===== src/wtio_pkg.sv =====
// Shared constants and types for the uplink timing and trigger block.
package wtio_pkg;

  // Register port geometry and register offsets.
  localparam int ADDR_W = 8;
  localparam logic [7:0] REG_CTRL = 8'h00;
  localparam logic [7:0] REG_OUT_SEL = 8'h04;
  localparam logic [7:0] REG_CHIP_INC = 8'h08;
  localparam logic [7:0] REG_STATUS = 8'h0c;

  // Field positions of the control and status registers.
  localparam int CTRL_SYNC_SRC_BIT = 0;
  localparam int CTRL_PERIOD_LSB = 1;
  localparam int CTRL_FMT_LSB = 4;
  localparam int CTRL_TTI_LSB = 7;
  localparam int STAT_COMP_BIT = 12;
  localparam int STAT_CMREQ_BIT = 13;
  localparam int OUT_SEL_W = 4;

  // Values after reset.
  localparam logic [27:0] OUT_SEL_RST = 28'h7140032;

  // Clock rates; the chip clock comes from a 32-bit phase accumulator.
  localparam logic [63:0] CLK_HZ = 64'd200000000;
  localparam logic [63:0] CHIP_HZ = 64'd3840000;
  localparam logic [63:0] CHIP_INC_FULL = (CHIP_HZ << 32) / CLK_HZ;
  localparam logic [31:0] CHIP_INC_RST = CHIP_INC_FULL[31:0];

  // Frame structure in chips: 15 slots of 2560 chips make 10 ms.
  localparam logic [11:0] SLOT_CHIP_LAST = 12'h9ff;
  localparam logic [3:0] SLOT_LAST = 4'he;
  localparam logic [2:0] FMT_MAX = 3'h6;
  localparam logic [3:0] CTRL_BIT_LAST = 4'h9;
  localparam int TPC_W = 2;
  localparam int CTRL_FIELD_W = 8;
  localparam int SFN_W = 12;

  // How the frame sync trigger is read.
  typedef enum logic {
    SYNC_FRAME_CLK = 1'b0,
    SYNC_SFN_RESET = 1'b1
  } wtio_sync_src_t;

  // Period of the frame clock on the sync input.
  typedef enum logic [2:0] {
    FCLK_10MS = 3'b000,
    FCLK_20MS = 3'b001,
    FCLK_40MS = 3'b010,
    FCLK_80MS = 3'b011,
    FCLK_2560MS = 3'b100
  } wtio_fclk_t;

  // Signals that a user-assignable output port can carry.
  typedef enum logic [3:0] {
    out_sel_none = 4'b0000,
    out_sel_chip_clk = 4'b0001,
    out_sel_data_ch_bits = 4'b0010,
    out_sel_data_ch_clk = 4'b0011,
    out_sel_ctrl_ch_bits = 4'b0100,
    out_sel_ctrl_ch_clk = 4'b0101,
    out_sel_frame_pulse = 4'b0110,
    out_sel_sync_reply = 4'b0111,
    out_sel_compressed_flag = 4'b1000,
    out_sel_tti_pulse = 4'b1001,
    out_sel_cfn_zero_pulse = 4'b1010,
    out_sel_frame80_pulse = 4'b1011
  } wtio_out_sel_t;

endpackage


===== src/wtio_top.sv =====
// Uplink channel timing generator with trigger inputs and event outputs.
// Contract
// - Every dedicated trigger and data output changes only at the chip clock edge; user ports also change when reselected.
// - Sync input acts as frame clock or frame number reset, per setting.
// - Frame clock period is 10, 20, 40, 80 or 2560 ms.
// - TPC trigger makes the next user TPC bits take effect.
// - A compressed mode start trigger enters compressed mode.
// - A compressed mode stop trigger leaves compressed mode, unless a start trigger comes in the same cycle.
// - Chip clock output defaults to 3.84 MHz after reset.
// - One sync reply pulse per sync trigger, none without one.
// - Serial data channel bits go out before spreading.
// - Serial control channel bits go out before spreading.
// - Data channel bit clock rate follows the slot format.
// - Control channel bit clock runs at 15 kHz.
// - A pulse marks each 10 ms frame boundary.
// - A pulse marks each transmission time interval boundary.
// - A pulse marks the frame whose connection frame number is zero.
// - Compressed flag is low for normal frames, high for compressed.
`timescale 1ns/1ps
`default_nettype none

// Word FIFO between the data source and the bit serialiser.
module wtio_fifo #(
  parameter int WIDTH = 8,
  parameter int DEPTH = 16
) (
  input wire logic i_clk,
  input wire logic i_rst_n,
  input wire logic i_in_valid,
  input wire logic [WIDTH-1:0] i_in_data,
  output logic o_in_ready,
  output logic o_out_valid,
  output logic [WIDTH-1:0] o_out_data,
  input wire logic i_out_ready
);
  import wtio_pkg::*;

  localparam int AW = $clog2(DEPTH);

  logic [WIDTH-1:0] mem [DEPTH];
  logic [AW-1:0] wr_ptr;
  logic [AW-1:0] rd_ptr;
  logic [AW:0] count;
  wire logic push;
  wire logic pop;
  wire logic [AW:0] next_count;

  // Handshakes on both sides; full and empty are held in flip-flops.
  assign push = i_in_valid & o_in_ready;
  assign pop = o_out_valid & i_out_ready;
  assign next_count = count + (AW+1)'(push) - (AW+1)'(pop);
  assign o_out_data = mem[rd_ptr];

  // Pointers wrap naturally, so the depth must be a power of two.
  always_ff @(posedge i_clk) begin
    if (!i_rst_n) begin
      wr_ptr <= '0;
      rd_ptr <= '0;
      count <= '0;
      o_in_ready <= 1'b1;
      o_out_valid <= 1'b0;
    end else begin
      wr_ptr <= wr_ptr + AW'(push);
      rd_ptr <= rd_ptr + AW'(pop);
      count <= next_count;
      o_in_ready <= next_count != (AW+1)'(DEPTH);
      o_out_valid <= next_count != '0;
    end
  end

  // Storage needs no reset; only words already counted are ever read.
  always_ff @(posedge i_clk) begin
    if (push) begin
      mem[wr_ptr] <= i_in_data;
    end
  end
endmodule

// Timing and trigger logic of the uplink channel generator.
module wtio_top #(
  parameter int DATA_W = 8,
  parameter int FIFO_DEPTH = 16,
  parameter int N_USER = 7
) (
  input wire logic i_clk,
  input wire logic i_rst_n,
  input wire logic i_frame_sync,
  input wire logic i_tpc_trig,
  input wire logic i_cm_start,
  input wire logic i_cm_stop,
  input wire logic [wtio_pkg::TPC_W-1:0] i_tpc_user_bits,
  input wire logic [wtio_pkg::CTRL_FIELD_W-1:0] i_ctrl_fields,
  input wire logic i_data_valid,
  input wire logic [DATA_W-1:0] i_data,
  output logic o_data_ready,
  input wire logic [wtio_pkg::ADDR_W-1:0] i_addr,
  input wire logic [31:0] i_wdata,
  input wire logic i_wr,
  input wire logic i_rd,
  output logic [31:0] o_rdata,
  output logic o_chip_clk,
  output logic o_sync_reply,
  output logic o_dpdch_bit,
  output logic o_dpdch_clk,
  output logic o_dpcch_bit,
  output logic o_dpcch_clk,
  output logic o_frame_pulse,
  output logic o_tti_pulse,
  output logic o_cfn0_pulse,
  output logic o_frame80_pulse,
  output logic o_compressed,
  output logic [N_USER-1:0] o_user_out
);
  import wtio_pkg::*;

  localparam int CNT_W = $clog2(DATA_W + 1);

  // Configuration held in registers.
  logic sync_src;
  logic [2:0] fclk_sel;
  logic [2:0] slot_fmt;
  logic [1:0] tti_sel;
  logic [27:0] out_sel;
  logic [31:0] chip_inc;

  // Pin synchronisers: first stage, second stage, edge history.
  logic [3:0] pin_meta;
  logic [3:0] pin_sync;
  logic [3:0] pin_prev;
  wire logic [3:0] pin_edge;

  // Timing state.
  logic [31:0] acc;
  logic [11:0] slot_chip;
  logic [3:0] slot;
  logic [SFN_W-1:0] sfn;
  logic sync_pend;
  logic tpc_pend;
  logic [TPC_W-1:0] tpc;
  logic cm_req;
  logic [9:0] ctrl_word;
  logic [DATA_W-1:0] sh;
  logic [CNT_W-1:0] sh_cnt;

  wire logic [31:0] acc_sum;
  wire logic chip_tick;
  wire logic sc_last;
  wire logic fr_end;
  wire logic [SFN_W-1:0] sfn_mask;
  wire logic [SFN_W-1:0] sfn_aligned;
  wire logic [11:0] next_slot_chip;
  wire logic [3:0] next_slot;
  wire logic [SFN_W-1:0] next_sfn;
  wire logic frame_start;
  wire logic slot_start;
  wire logic [2:0] tti_mask;
  wire logic [2:0] fmt_eff;
  wire logic [7:0] dp_mask;
  wire logic [7:0] dp_pos;
  wire logic dp_edge;
  wire logic [3:0] cc_idx;
  wire logic f_valid;
  wire logic [DATA_W-1:0] f_data;
  wire logic f_pop;
  wire logic next_sync_pend;
  wire logic next_tpc_pend;
  wire logic [TPC_W-1:0] next_tpc;
  wire logic next_cm_req;
  wire logic [9:0] next_ctrl_word;
  wire logic [DATA_W-1:0] next_sh;
  wire logic [CNT_W-1:0] next_sh_cnt;

  // Next values of every timed output.
  wire logic next_chip_clk;
  wire logic next_reply;
  wire logic next_dp_bit;
  wire logic next_dp_clk;
  wire logic next_cc_bit;
  wire logic next_cc_clk;
  wire logic next_frame;
  wire logic next_tti;
  wire logic next_cfn0;
  wire logic next_f80;
  wire logic next_comp;
  wire logic [15:0] next_set;
  wire logic [N_USER-1:0] next_user;

  // Register port decode.
  wire logic wr_ctrl;
  wire logic wr_sel;
  wire logic wr_inc;
  wire logic [31:0] status_word;
  wire logic [31:0] ctrl_word_rd;
  wire logic [31:0] next_rdata;

  // Word buffer in the data channel path; its ready throttles the source.
  wtio_fifo #(
    .WIDTH(DATA_W),
    .DEPTH(FIFO_DEPTH)
  ) u_fifo (
    .i_clk(i_clk),
    .i_rst_n(i_rst_n),
    .i_in_valid(i_data_valid),
    .i_in_data(i_data),
    .o_in_ready(o_data_ready),
    .o_out_valid(f_valid),
    .o_out_data(f_data),
    .i_out_ready(f_pop)
  );

  // Two flip-flops before any logic reads a pin, then edge detection.
  always_ff @(posedge i_clk) begin
    if (!i_rst_n) begin
      pin_meta <= 4'h0;
      pin_sync <= 4'h0;
      pin_prev <= 4'h0;
    end else begin
      pin_meta <= {i_cm_stop, i_cm_start, i_tpc_trig, i_frame_sync};
      pin_sync <= pin_meta;
      pin_prev <= pin_sync;
    end
  end
  assign pin_edge = pin_sync & ~pin_prev;

  // Phase accumulator; its top bit is the chip clock.
  assign acc_sum = acc + chip_inc;
  assign chip_tick = ~acc[31] & acc_sum[31];
  assign next_chip_clk = acc_sum[31];

  // Sync input: frame clock aligns the frame number to its period.
  assign sfn_mask = (fclk_sel == FCLK_20MS) ? 12'h001 :
                    (fclk_sel == FCLK_40MS) ? 12'h003 :
                    (fclk_sel == FCLK_80MS) ? 12'h007 :
                    (fclk_sel == FCLK_2560MS) ? 12'h0ff :
                    12'h000;
  assign sfn_aligned = ((sfn & sfn_mask) == 12'h000) ? sfn :
                       (sfn | sfn_mask) + 12'h001;

  // Chip, slot and frame counters advance only on a chip edge.
  assign sc_last = slot_chip == SLOT_CHIP_LAST;
  assign fr_end = sc_last & (slot == SLOT_LAST);
  assign next_slot_chip = !chip_tick ? slot_chip :
                          (sync_pend | sc_last) ? 12'h000 :
                          slot_chip + 12'h001;
  assign next_slot = !chip_tick ? slot :
                     (sync_pend | fr_end) ? 4'h0 :
                     sc_last ? slot + 4'h1 : slot;
  assign next_sfn = !chip_tick ? sfn :
                    !sync_pend ? (fr_end ? sfn + 12'h001 : sfn) :
                    (sync_src == SYNC_SFN_RESET) ? 12'h000 :
                    sfn_aligned;
  assign frame_start = chip_tick & (sync_pend | fr_end);
  assign slot_start = chip_tick & (next_slot_chip == 12'h000);

  // Pending trigger flags; a new edge wins over the clear.
  assign next_sync_pend = pin_edge[0] | (sync_pend & ~chip_tick);
  assign next_tpc_pend = pin_edge[1] | (tpc_pend & ~slot_start);
  assign next_tpc = (slot_start & tpc_pend) ?
                    i_tpc_user_bits : tpc;
  assign next_cm_req = pin_edge[2] ? 1'b1 :
                       pin_edge[3] ? 1'b0 :
                       cm_req;

  // Frame-level pulses, each one chip period wide, and the compressed flag, which changes only at a frame start.
  assign tti_mask = (tti_sel == 2'h1) ? 3'h1 :
                    (tti_sel == 2'h2) ? 3'h3 :
                    (tti_sel == 2'h3) ? 3'h7 : 3'h0;
  assign next_reply = chip_tick ? sync_pend : o_sync_reply;
  assign next_frame = chip_tick ? frame_start : o_frame_pulse;
  assign next_tti = chip_tick ?
                    frame_start & ((next_sfn[2:0] & tti_mask) == 3'h0) :
                    o_tti_pulse;
  assign next_cfn0 = chip_tick ?
                     frame_start & (next_sfn[7:0] == 8'h00) :
                     o_cfn0_pulse;
  assign next_f80 = chip_tick ?
                    frame_start & (next_sfn[2:0] == 3'h0) :
                    o_frame80_pulse;
  assign next_comp = frame_start ? cm_req : o_compressed;

  // Data channel: spreading factor 256 >> format sets the bit period.
  assign fmt_eff = (slot_fmt > FMT_MAX) ? FMT_MAX : slot_fmt;
  assign dp_mask = 8'hff >> fmt_eff;
  assign dp_pos = next_slot_chip[7:0] & dp_mask;
  assign dp_edge = chip_tick & (dp_pos == 8'h00);
  assign next_dp_clk = chip_tick ?
                       (dp_pos <= (dp_mask >> 1)) : o_dpdch_clk;

  // Serialiser pulls a word when the last bit of the previous one is out.
  // An empty buffer sends zeros rather than stalling the air timing.
  assign f_pop = dp_edge & (sh_cnt <= CNT_W'(1));
  assign next_sh = !dp_edge ? sh :
                   (sh_cnt > CNT_W'(1)) ? {sh[DATA_W-2:0], 1'b0} :
                   f_valid ? f_data : '0;
  assign next_sh_cnt = !dp_edge ? sh_cnt :
                       (sh_cnt > CNT_W'(1)) ? sh_cnt - CNT_W'(1) :
                       f_valid ? CNT_W'(DATA_W) : '0;
  assign next_dp_bit = next_sh[DATA_W-1];

  // Control channel: ten bits per slot, 256 chips each, TPC last.
  assign cc_idx = next_slot_chip[11:8];
  assign next_ctrl_word = slot_start ?
                          {i_ctrl_fields, next_tpc} : ctrl_word;
  assign next_cc_clk = chip_tick ? ~next_slot_chip[7] :
                       o_dpcch_clk;
  assign next_cc_bit = chip_tick ?
                       next_ctrl_word[CTRL_BIT_LAST - cc_idx] :
                       o_dpcch_bit;

  // Signal set for the user ports, ordered as the selection codes.
  assign next_set = {4'h0, next_f80, next_cfn0, next_tti, next_comp,
                     next_reply, next_frame, next_cc_clk, next_cc_bit,
                     next_dp_clk, next_dp_bit, next_chip_clk, 1'b0};

  // Each port picks its signal from its own field of the select register.
  for (genvar g = 0; g < N_USER; g++) begin : g_user
    assign next_user[g] = next_set[out_sel[OUT_SEL_W*g +: OUT_SEL_W]];
  end

  // Register port decode and read mux.
  assign wr_ctrl = i_wr & (i_addr == REG_CTRL);
  assign wr_sel = i_wr & (i_addr == REG_OUT_SEL);
  assign wr_inc = i_wr & (i_addr == REG_CHIP_INC);
  assign ctrl_word_rd = (32'(sync_src) << CTRL_SYNC_SRC_BIT) |
                        (32'(fclk_sel) << CTRL_PERIOD_LSB) |
                        (32'(slot_fmt) << CTRL_FMT_LSB) |
                        (32'(tti_sel) << CTRL_TTI_LSB);
  assign status_word = 32'(sfn) |
                       (32'(o_compressed) << STAT_COMP_BIT) |
                       (32'(cm_req) << STAT_CMREQ_BIT);
  assign next_rdata = !i_rd ? 32'h0 :
                      (i_addr == REG_CTRL) ? ctrl_word_rd :
                      (i_addr == REG_OUT_SEL) ? 32'(out_sel) :
                      (i_addr == REG_CHIP_INC) ? chip_inc :
                      (i_addr == REG_STATUS) ? status_word :
                      32'h0;

  // Configuration registers; the chip rate reloads its default on reset.
  always_ff @(posedge i_clk) begin
    if (!i_rst_n) begin
      sync_src <= SYNC_FRAME_CLK;
      fclk_sel <= FCLK_10MS;
      slot_fmt <= 3'h0;
      tti_sel <= 2'h0;
      out_sel <= OUT_SEL_RST;
      chip_inc <= CHIP_INC_RST;
      o_rdata <= 32'h0;
    end else begin
      if (wr_ctrl) begin
        sync_src <= i_wdata[CTRL_SYNC_SRC_BIT];
        fclk_sel <= i_wdata[CTRL_PERIOD_LSB +: 3];
        slot_fmt <= i_wdata[CTRL_FMT_LSB +: 3];
        tti_sel <= i_wdata[CTRL_TTI_LSB +: 2];
      end
      if (wr_sel) begin
        out_sel <= i_wdata[27:0];
      end
      if (wr_inc) begin
        chip_inc <= i_wdata;
      end
      o_rdata <= next_rdata;
    end
  end

  // Timing counters and pending flags.
  always_ff @(posedge i_clk) begin
    if (!i_rst_n) begin
      acc <= 32'h0;
      slot_chip <= 12'h000;
      slot <= 4'h0;
      sfn <= 12'h000;
      sync_pend <= 1'b0;
      tpc_pend <= 1'b0;
      tpc <= '0;
      cm_req <= 1'b0;
    end else begin
      acc <= acc_sum;
      slot_chip <= next_slot_chip;
      slot <= next_slot;
      sfn <= next_sfn;
      sync_pend <= next_sync_pend;
      tpc_pend <= next_tpc_pend;
      tpc <= next_tpc;
      cm_req <= next_cm_req;
    end
  end

  // Channel data paths.
  always_ff @(posedge i_clk) begin
    if (!i_rst_n) begin
      ctrl_word <= 10'h000;
      sh <= '0;
      sh_cnt <= '0;
    end else begin
      ctrl_word <= next_ctrl_word;
      sh <= next_sh;
      sh_cnt <= next_sh_cnt;
    end
  end

  // Output flip-flops; all timed outputs move on the same chip edge, and the user ports also move when reselected.
  always_ff @(posedge i_clk) begin
    if (!i_rst_n) begin
      o_chip_clk <= 1'b0;
      o_sync_reply <= 1'b0;
      o_dpdch_bit <= 1'b0;
      o_dpdch_clk <= 1'b0;
      o_dpcch_bit <= 1'b0;
      o_dpcch_clk <= 1'b0;
      o_frame_pulse <= 1'b0;
      o_tti_pulse <= 1'b0;
      o_cfn0_pulse <= 1'b0;
      o_frame80_pulse <= 1'b0;
      o_compressed <= 1'b0;
      o_user_out <= '0;
    end else begin
      o_chip_clk <= next_chip_clk;
      o_sync_reply <= next_reply;
      o_dpdch_bit <= next_dp_bit;
      o_dpdch_clk <= next_dp_clk;
      o_dpcch_bit <= next_cc_bit;
      o_dpcch_clk <= next_cc_clk;
      o_frame_pulse <= next_frame;
      o_tti_pulse <= next_tti;
      o_cfn0_pulse <= next_cfn0;
      o_frame80_pulse <= next_f80;
      o_compressed <= next_comp;
      o_user_out <= next_user;
    end
  end
endmodule

`default_nettype wire


===== config.mk =====
export PLATFORM = sky130hd
export DESIGN_NAME = wtio_top
export DESIGN_NICKNAME = d
export VERILOG_FILES = /design/src/wtio_pkg.sv /design/src/wtio_top.sv
export SDC_FILE = /design/constraint.sdc
export NUM_CORES = 1
export LEC_CHECK = 0
export BUFFER_PORTS_ARGS = -buffer_cell sky130_fd_sc_hd__buf_2
export CAP_MARGIN = 20
export CORE_MARGIN = 5
export CORE_UTILIZATION = 45
export CTS_BUF_LIST = sky130_fd_sc_hd__clkbuf_2
export DETAILED_ROUTE_END_ITERATION = 10
export GPL_ROUTABILITY_DRIVEN = 0
export PLACE_DENSITY_LB_ADDON = 0.3
export SETUP_SLACK_MARGIN = 0.5
export SYNTH_ARGS = -nofsm -noshare
export SYNTH_HDL_FRONTEND = slang
export SYNTH_SLANG_ARGS = --single-unit

===== constraint.sdc =====
create_clock -name i_clk -period 6.9 [get_ports i_clk]
set_clock_uncertainty 0.05 [all_clocks]
set_input_delay 0.345 -clock i_clk [delete_from_list [all_inputs] [get_ports i_clk]]
set_output_delay 0.345 -clock i_clk [all_outputs]
set_load 0.1 [all_outputs]

==> impl_metrics.toml <==
[timing]
slew_headroom = 0.280
rsz0062_at_grt = "false"
finalCritPeriodShare = 0.815
slew_violations = 0
hold_violations = 0
finalSetupTns_ns = 0
tightest_slew_ns = 1.08
fmax_mhz = 178
post-route-min-period_ns = 5.63
setup_violations = 0

[synthesis]
yosys_warnings = 0
synth_edf_count = 128
synth_nets = 1822
synth_area_leaders = "dfxtp_1 (27%), edfxtp_1 (22%), mux4_2 (7.6%)"
yosysMostFrequentCell = "dfxtp_1"
synth_top_area_share = 0.267
async_reset_ff_frac = 0
synth_seq_cells = 359
avgSynthCellArea_um2 = 10.2
syn_area_um2 = 17300
synth_cells = 1699
ys.flop_type = "dfxtp_1"
synth_largest_area_cell = "dfxtp_1"
yosys-top-cells-count = "dfxtp_1 (231), nand2_1 (189), nor2_1 (174)"
synth.distinct_cells = 87
ys_seq_area_frac = 0.490

[cts]
cts.reportedPaths.clkPinSlew_ns = 0.10
htree_levels = 3
clock-sinks = 359
cts.path.max_buffers = 3
insertion_delay_ns = 0.99
cts_resized = 0
cts_tree = "built"
cts_buffers = 93
ctsRootBufferMaster = "clkbuf_2"

[die]
core_um2 = 37800
std_cell_rows = 71
die_w_um = 206
io_pins = 118
fp.dieH_um = 206
die-area_um2 = 42400
start_util = 0.458

[power]
power.density_nw_per_um2 = 215
ir_drop_mv = 0.153
leakage_nw = 7.59
power.total_mw = 4.26

[cells_and_area]
regArea_um2 = 8470
drive_gt1_frac = 0.201
num-nets-final = 2022
multi_input_area_um2 = 8260
syn_to_final_growth_pct = 14.6
final_cell_area_um2 = 19800
nFillCells = 3341

[run]
maxCapViolCount = 0

[detailed_routing]
wirelength_um = 47500
wl_per_cell_um = 19.1
vias_per_cell = 5.66
vias = 14067
drt-initial-drc-count = 1101
drtPass1Iterations = 5
postRouteAntennaNets = 0
drc = 0

[critical_path]
startpoint_type = "flop"
critical_path.max_fanout = 24
cp.required_ns = 7.67
crit_path_top_delay_cell = "nor4_2"
path_class = "reg -> reg"
crit_path_frequent_cell = "ha_1"
critPathTopFamily = "compound AO/OA/AOI/OAI gates"
critPathMaxStageDelay_ns = 0.67
cp.buffers_inverters = 2
r2r_slack_ns = 1.27
crit_chain = "ha_1 > a21o_1 > a31oi_1 > o2111ai_1 > a221o_1 > nor4_2 > o21ai_1 > o31ai_1 > a222oi_1 > o2111ai_2 > buf_4 > nor2_1 > ha_1 > inv_1 > ha_1 > fa_1 > a21o_1 > a21oi_1 > xnor2_1 > nor2_1 > o21bai_1"
arrival_ns = 6.39
endpoint_kind = "flop"

[hold_path]
min_path_type = "in -> reg"

[global_routing]
grt_usage = 0.218
grt_remaining_overflow = 0
grt_pass1_vias = 13401
grt_first_pass_wirelength_um = 73200
antenna_found_initial = 1
grt_max_degree = 90

[placed_design]
io_buffers = 117
place_area_um2 = 18200
hpwlAfterDp_um = 33000

[run_status]
status = "finished clean"
-- through the flow --
step | cells | util | setup slack [ns] | hold slack [ns]
after global placement | 2238 | 0.482 | 1.48 | 0.366
after floorplan | 1699 | - | 1.60 | 0.360
final | 2484 | 0.525 | 1.27 | 0.109
after detailed placement | 2239 | 0.482 | 1.35 | 0.373
after global routing | 2483 | 0.525 | 0.804 | 0.0275
after CTS | 2481 | 0.524 | 1.29 | 0.00405
-- power by group --
| part | total, mW | internal, mW | switching (mW) |
|---|---|---|---|
| clock | 1.43 | 0.549 | 0.884 |
| sequential | 2.31 | 2.27 | 0.0403 |
| combinational | 0.519 | 0.223 | 0.296 |
-- placed cells by master, fill, tap and decap left out, types with 11 or more instances in the layout --
master,count
nand2b_1,29
and2_1,46
xnor2_1,11
nor2_1,173
clkinv_1,17
nand4_1,17
clkbuf_2,139
or3_1,18
nor2b_1,11
ha_1,54
a31oi_1,24
mux4_2,58
nand2_1,189
buf_2,117
edfxtp_1,128
a21oi_1,122
a211oi_1,13
mux2i_1,27
inv_1,31
dlygate4sd3_1,75
o21ai_0,43
o21a_1,14
nand3_1,57
buf_4,18
a21o_1,25
a22oi_1,27
nor3_1,41
o21ai_1,13
dfxtp_1,229
and3_1,13
xor2_1,22
nor4_1,17
-- cell type report --
class / instances / share of cell area
Sequential cell: 359 / 0.428
Multi-Input combinational cell: 1202 / 0.417
Timing Repair Buffer: 211 / 0.0750
Clock buffer: 139 / 0.0351
Tap cell: 511 / 0.0323
Clock inverter: 28 / 0.00701
Inverter: 32 / 0.00619
Antenna cell: 2 / 0.000253
-- kinds of logic (layout without fill, tap and decap cells) --
family          Yosys count  in the layout  synth area share
other cells               1              3          0.000217
flops                   359            359             0.490
compound gates          358            358             0.136
buf+inv                 138            410            0.0331
fa+ha+maj                56             56            0.0414
simple gates            661            661             0.186
mux                      93             93            0.0964
xor+xnor                 33             33            0.0167
-- worst min-delay path, stage by stage --
cell and delay, ns:
dlygate4sd3_1 0.52, buf_2 0.11, nand2_1 0.05, nand3_1 0.08
-- flip-flops by register name, indices dropped and copies added (netlist names), 4 cells and up --
name	flops
pin_meta	4
u_fifo.rd_ptr	4
slot	4
o_user_out	7
u_fifo.mem	128
acc	32
sh_cnt	4
u_fifo.wr_ptr	4
ctrl_word	10
pin_sync	4
sfn	12
chip_inc	32
out_sel	28
u_fifo.count	5
sh	7
pin_prev	4
o_rdata	32
slot_chip	12
-- path summary, 6_finish.rpt --
kind	end	startpoint	cells after the start
worst min register to register	pin_sync[3]$_SDFF_PN0_	pin_meta[3]$_SDFF_PN0_	1
worst max-delay path	u_fifo.o_out_valid$_SDFF_PN0_	chip_inc[18]$_SDFFE_PN0P_	21
worst max register to register	u_fifo.o_out_valid$_SDFF_PN0_	chip_inc[18]$_SDFFE_PN0P_	21
worst min-delay path	chip_inc[21]$_SDFFE_PN1P_	i_wdata[21]	4
-- routing by layer --
layer	track usage	routed length (um)	up-vias
li1	-	-	6680
met1	0.300	20200	6711
met2	0.342	21800	573
met3	0.0469	3980	103
met4	0.0820	1420	0
met5	0	0	-
-- repair_timing --
item / CTS / global route
setup buffers: 0 / 0
hold endpoints to repair: 241 / 0
hold buffers: 75 / 0
No activity file was read; power rests on OpenSTA's default activity.
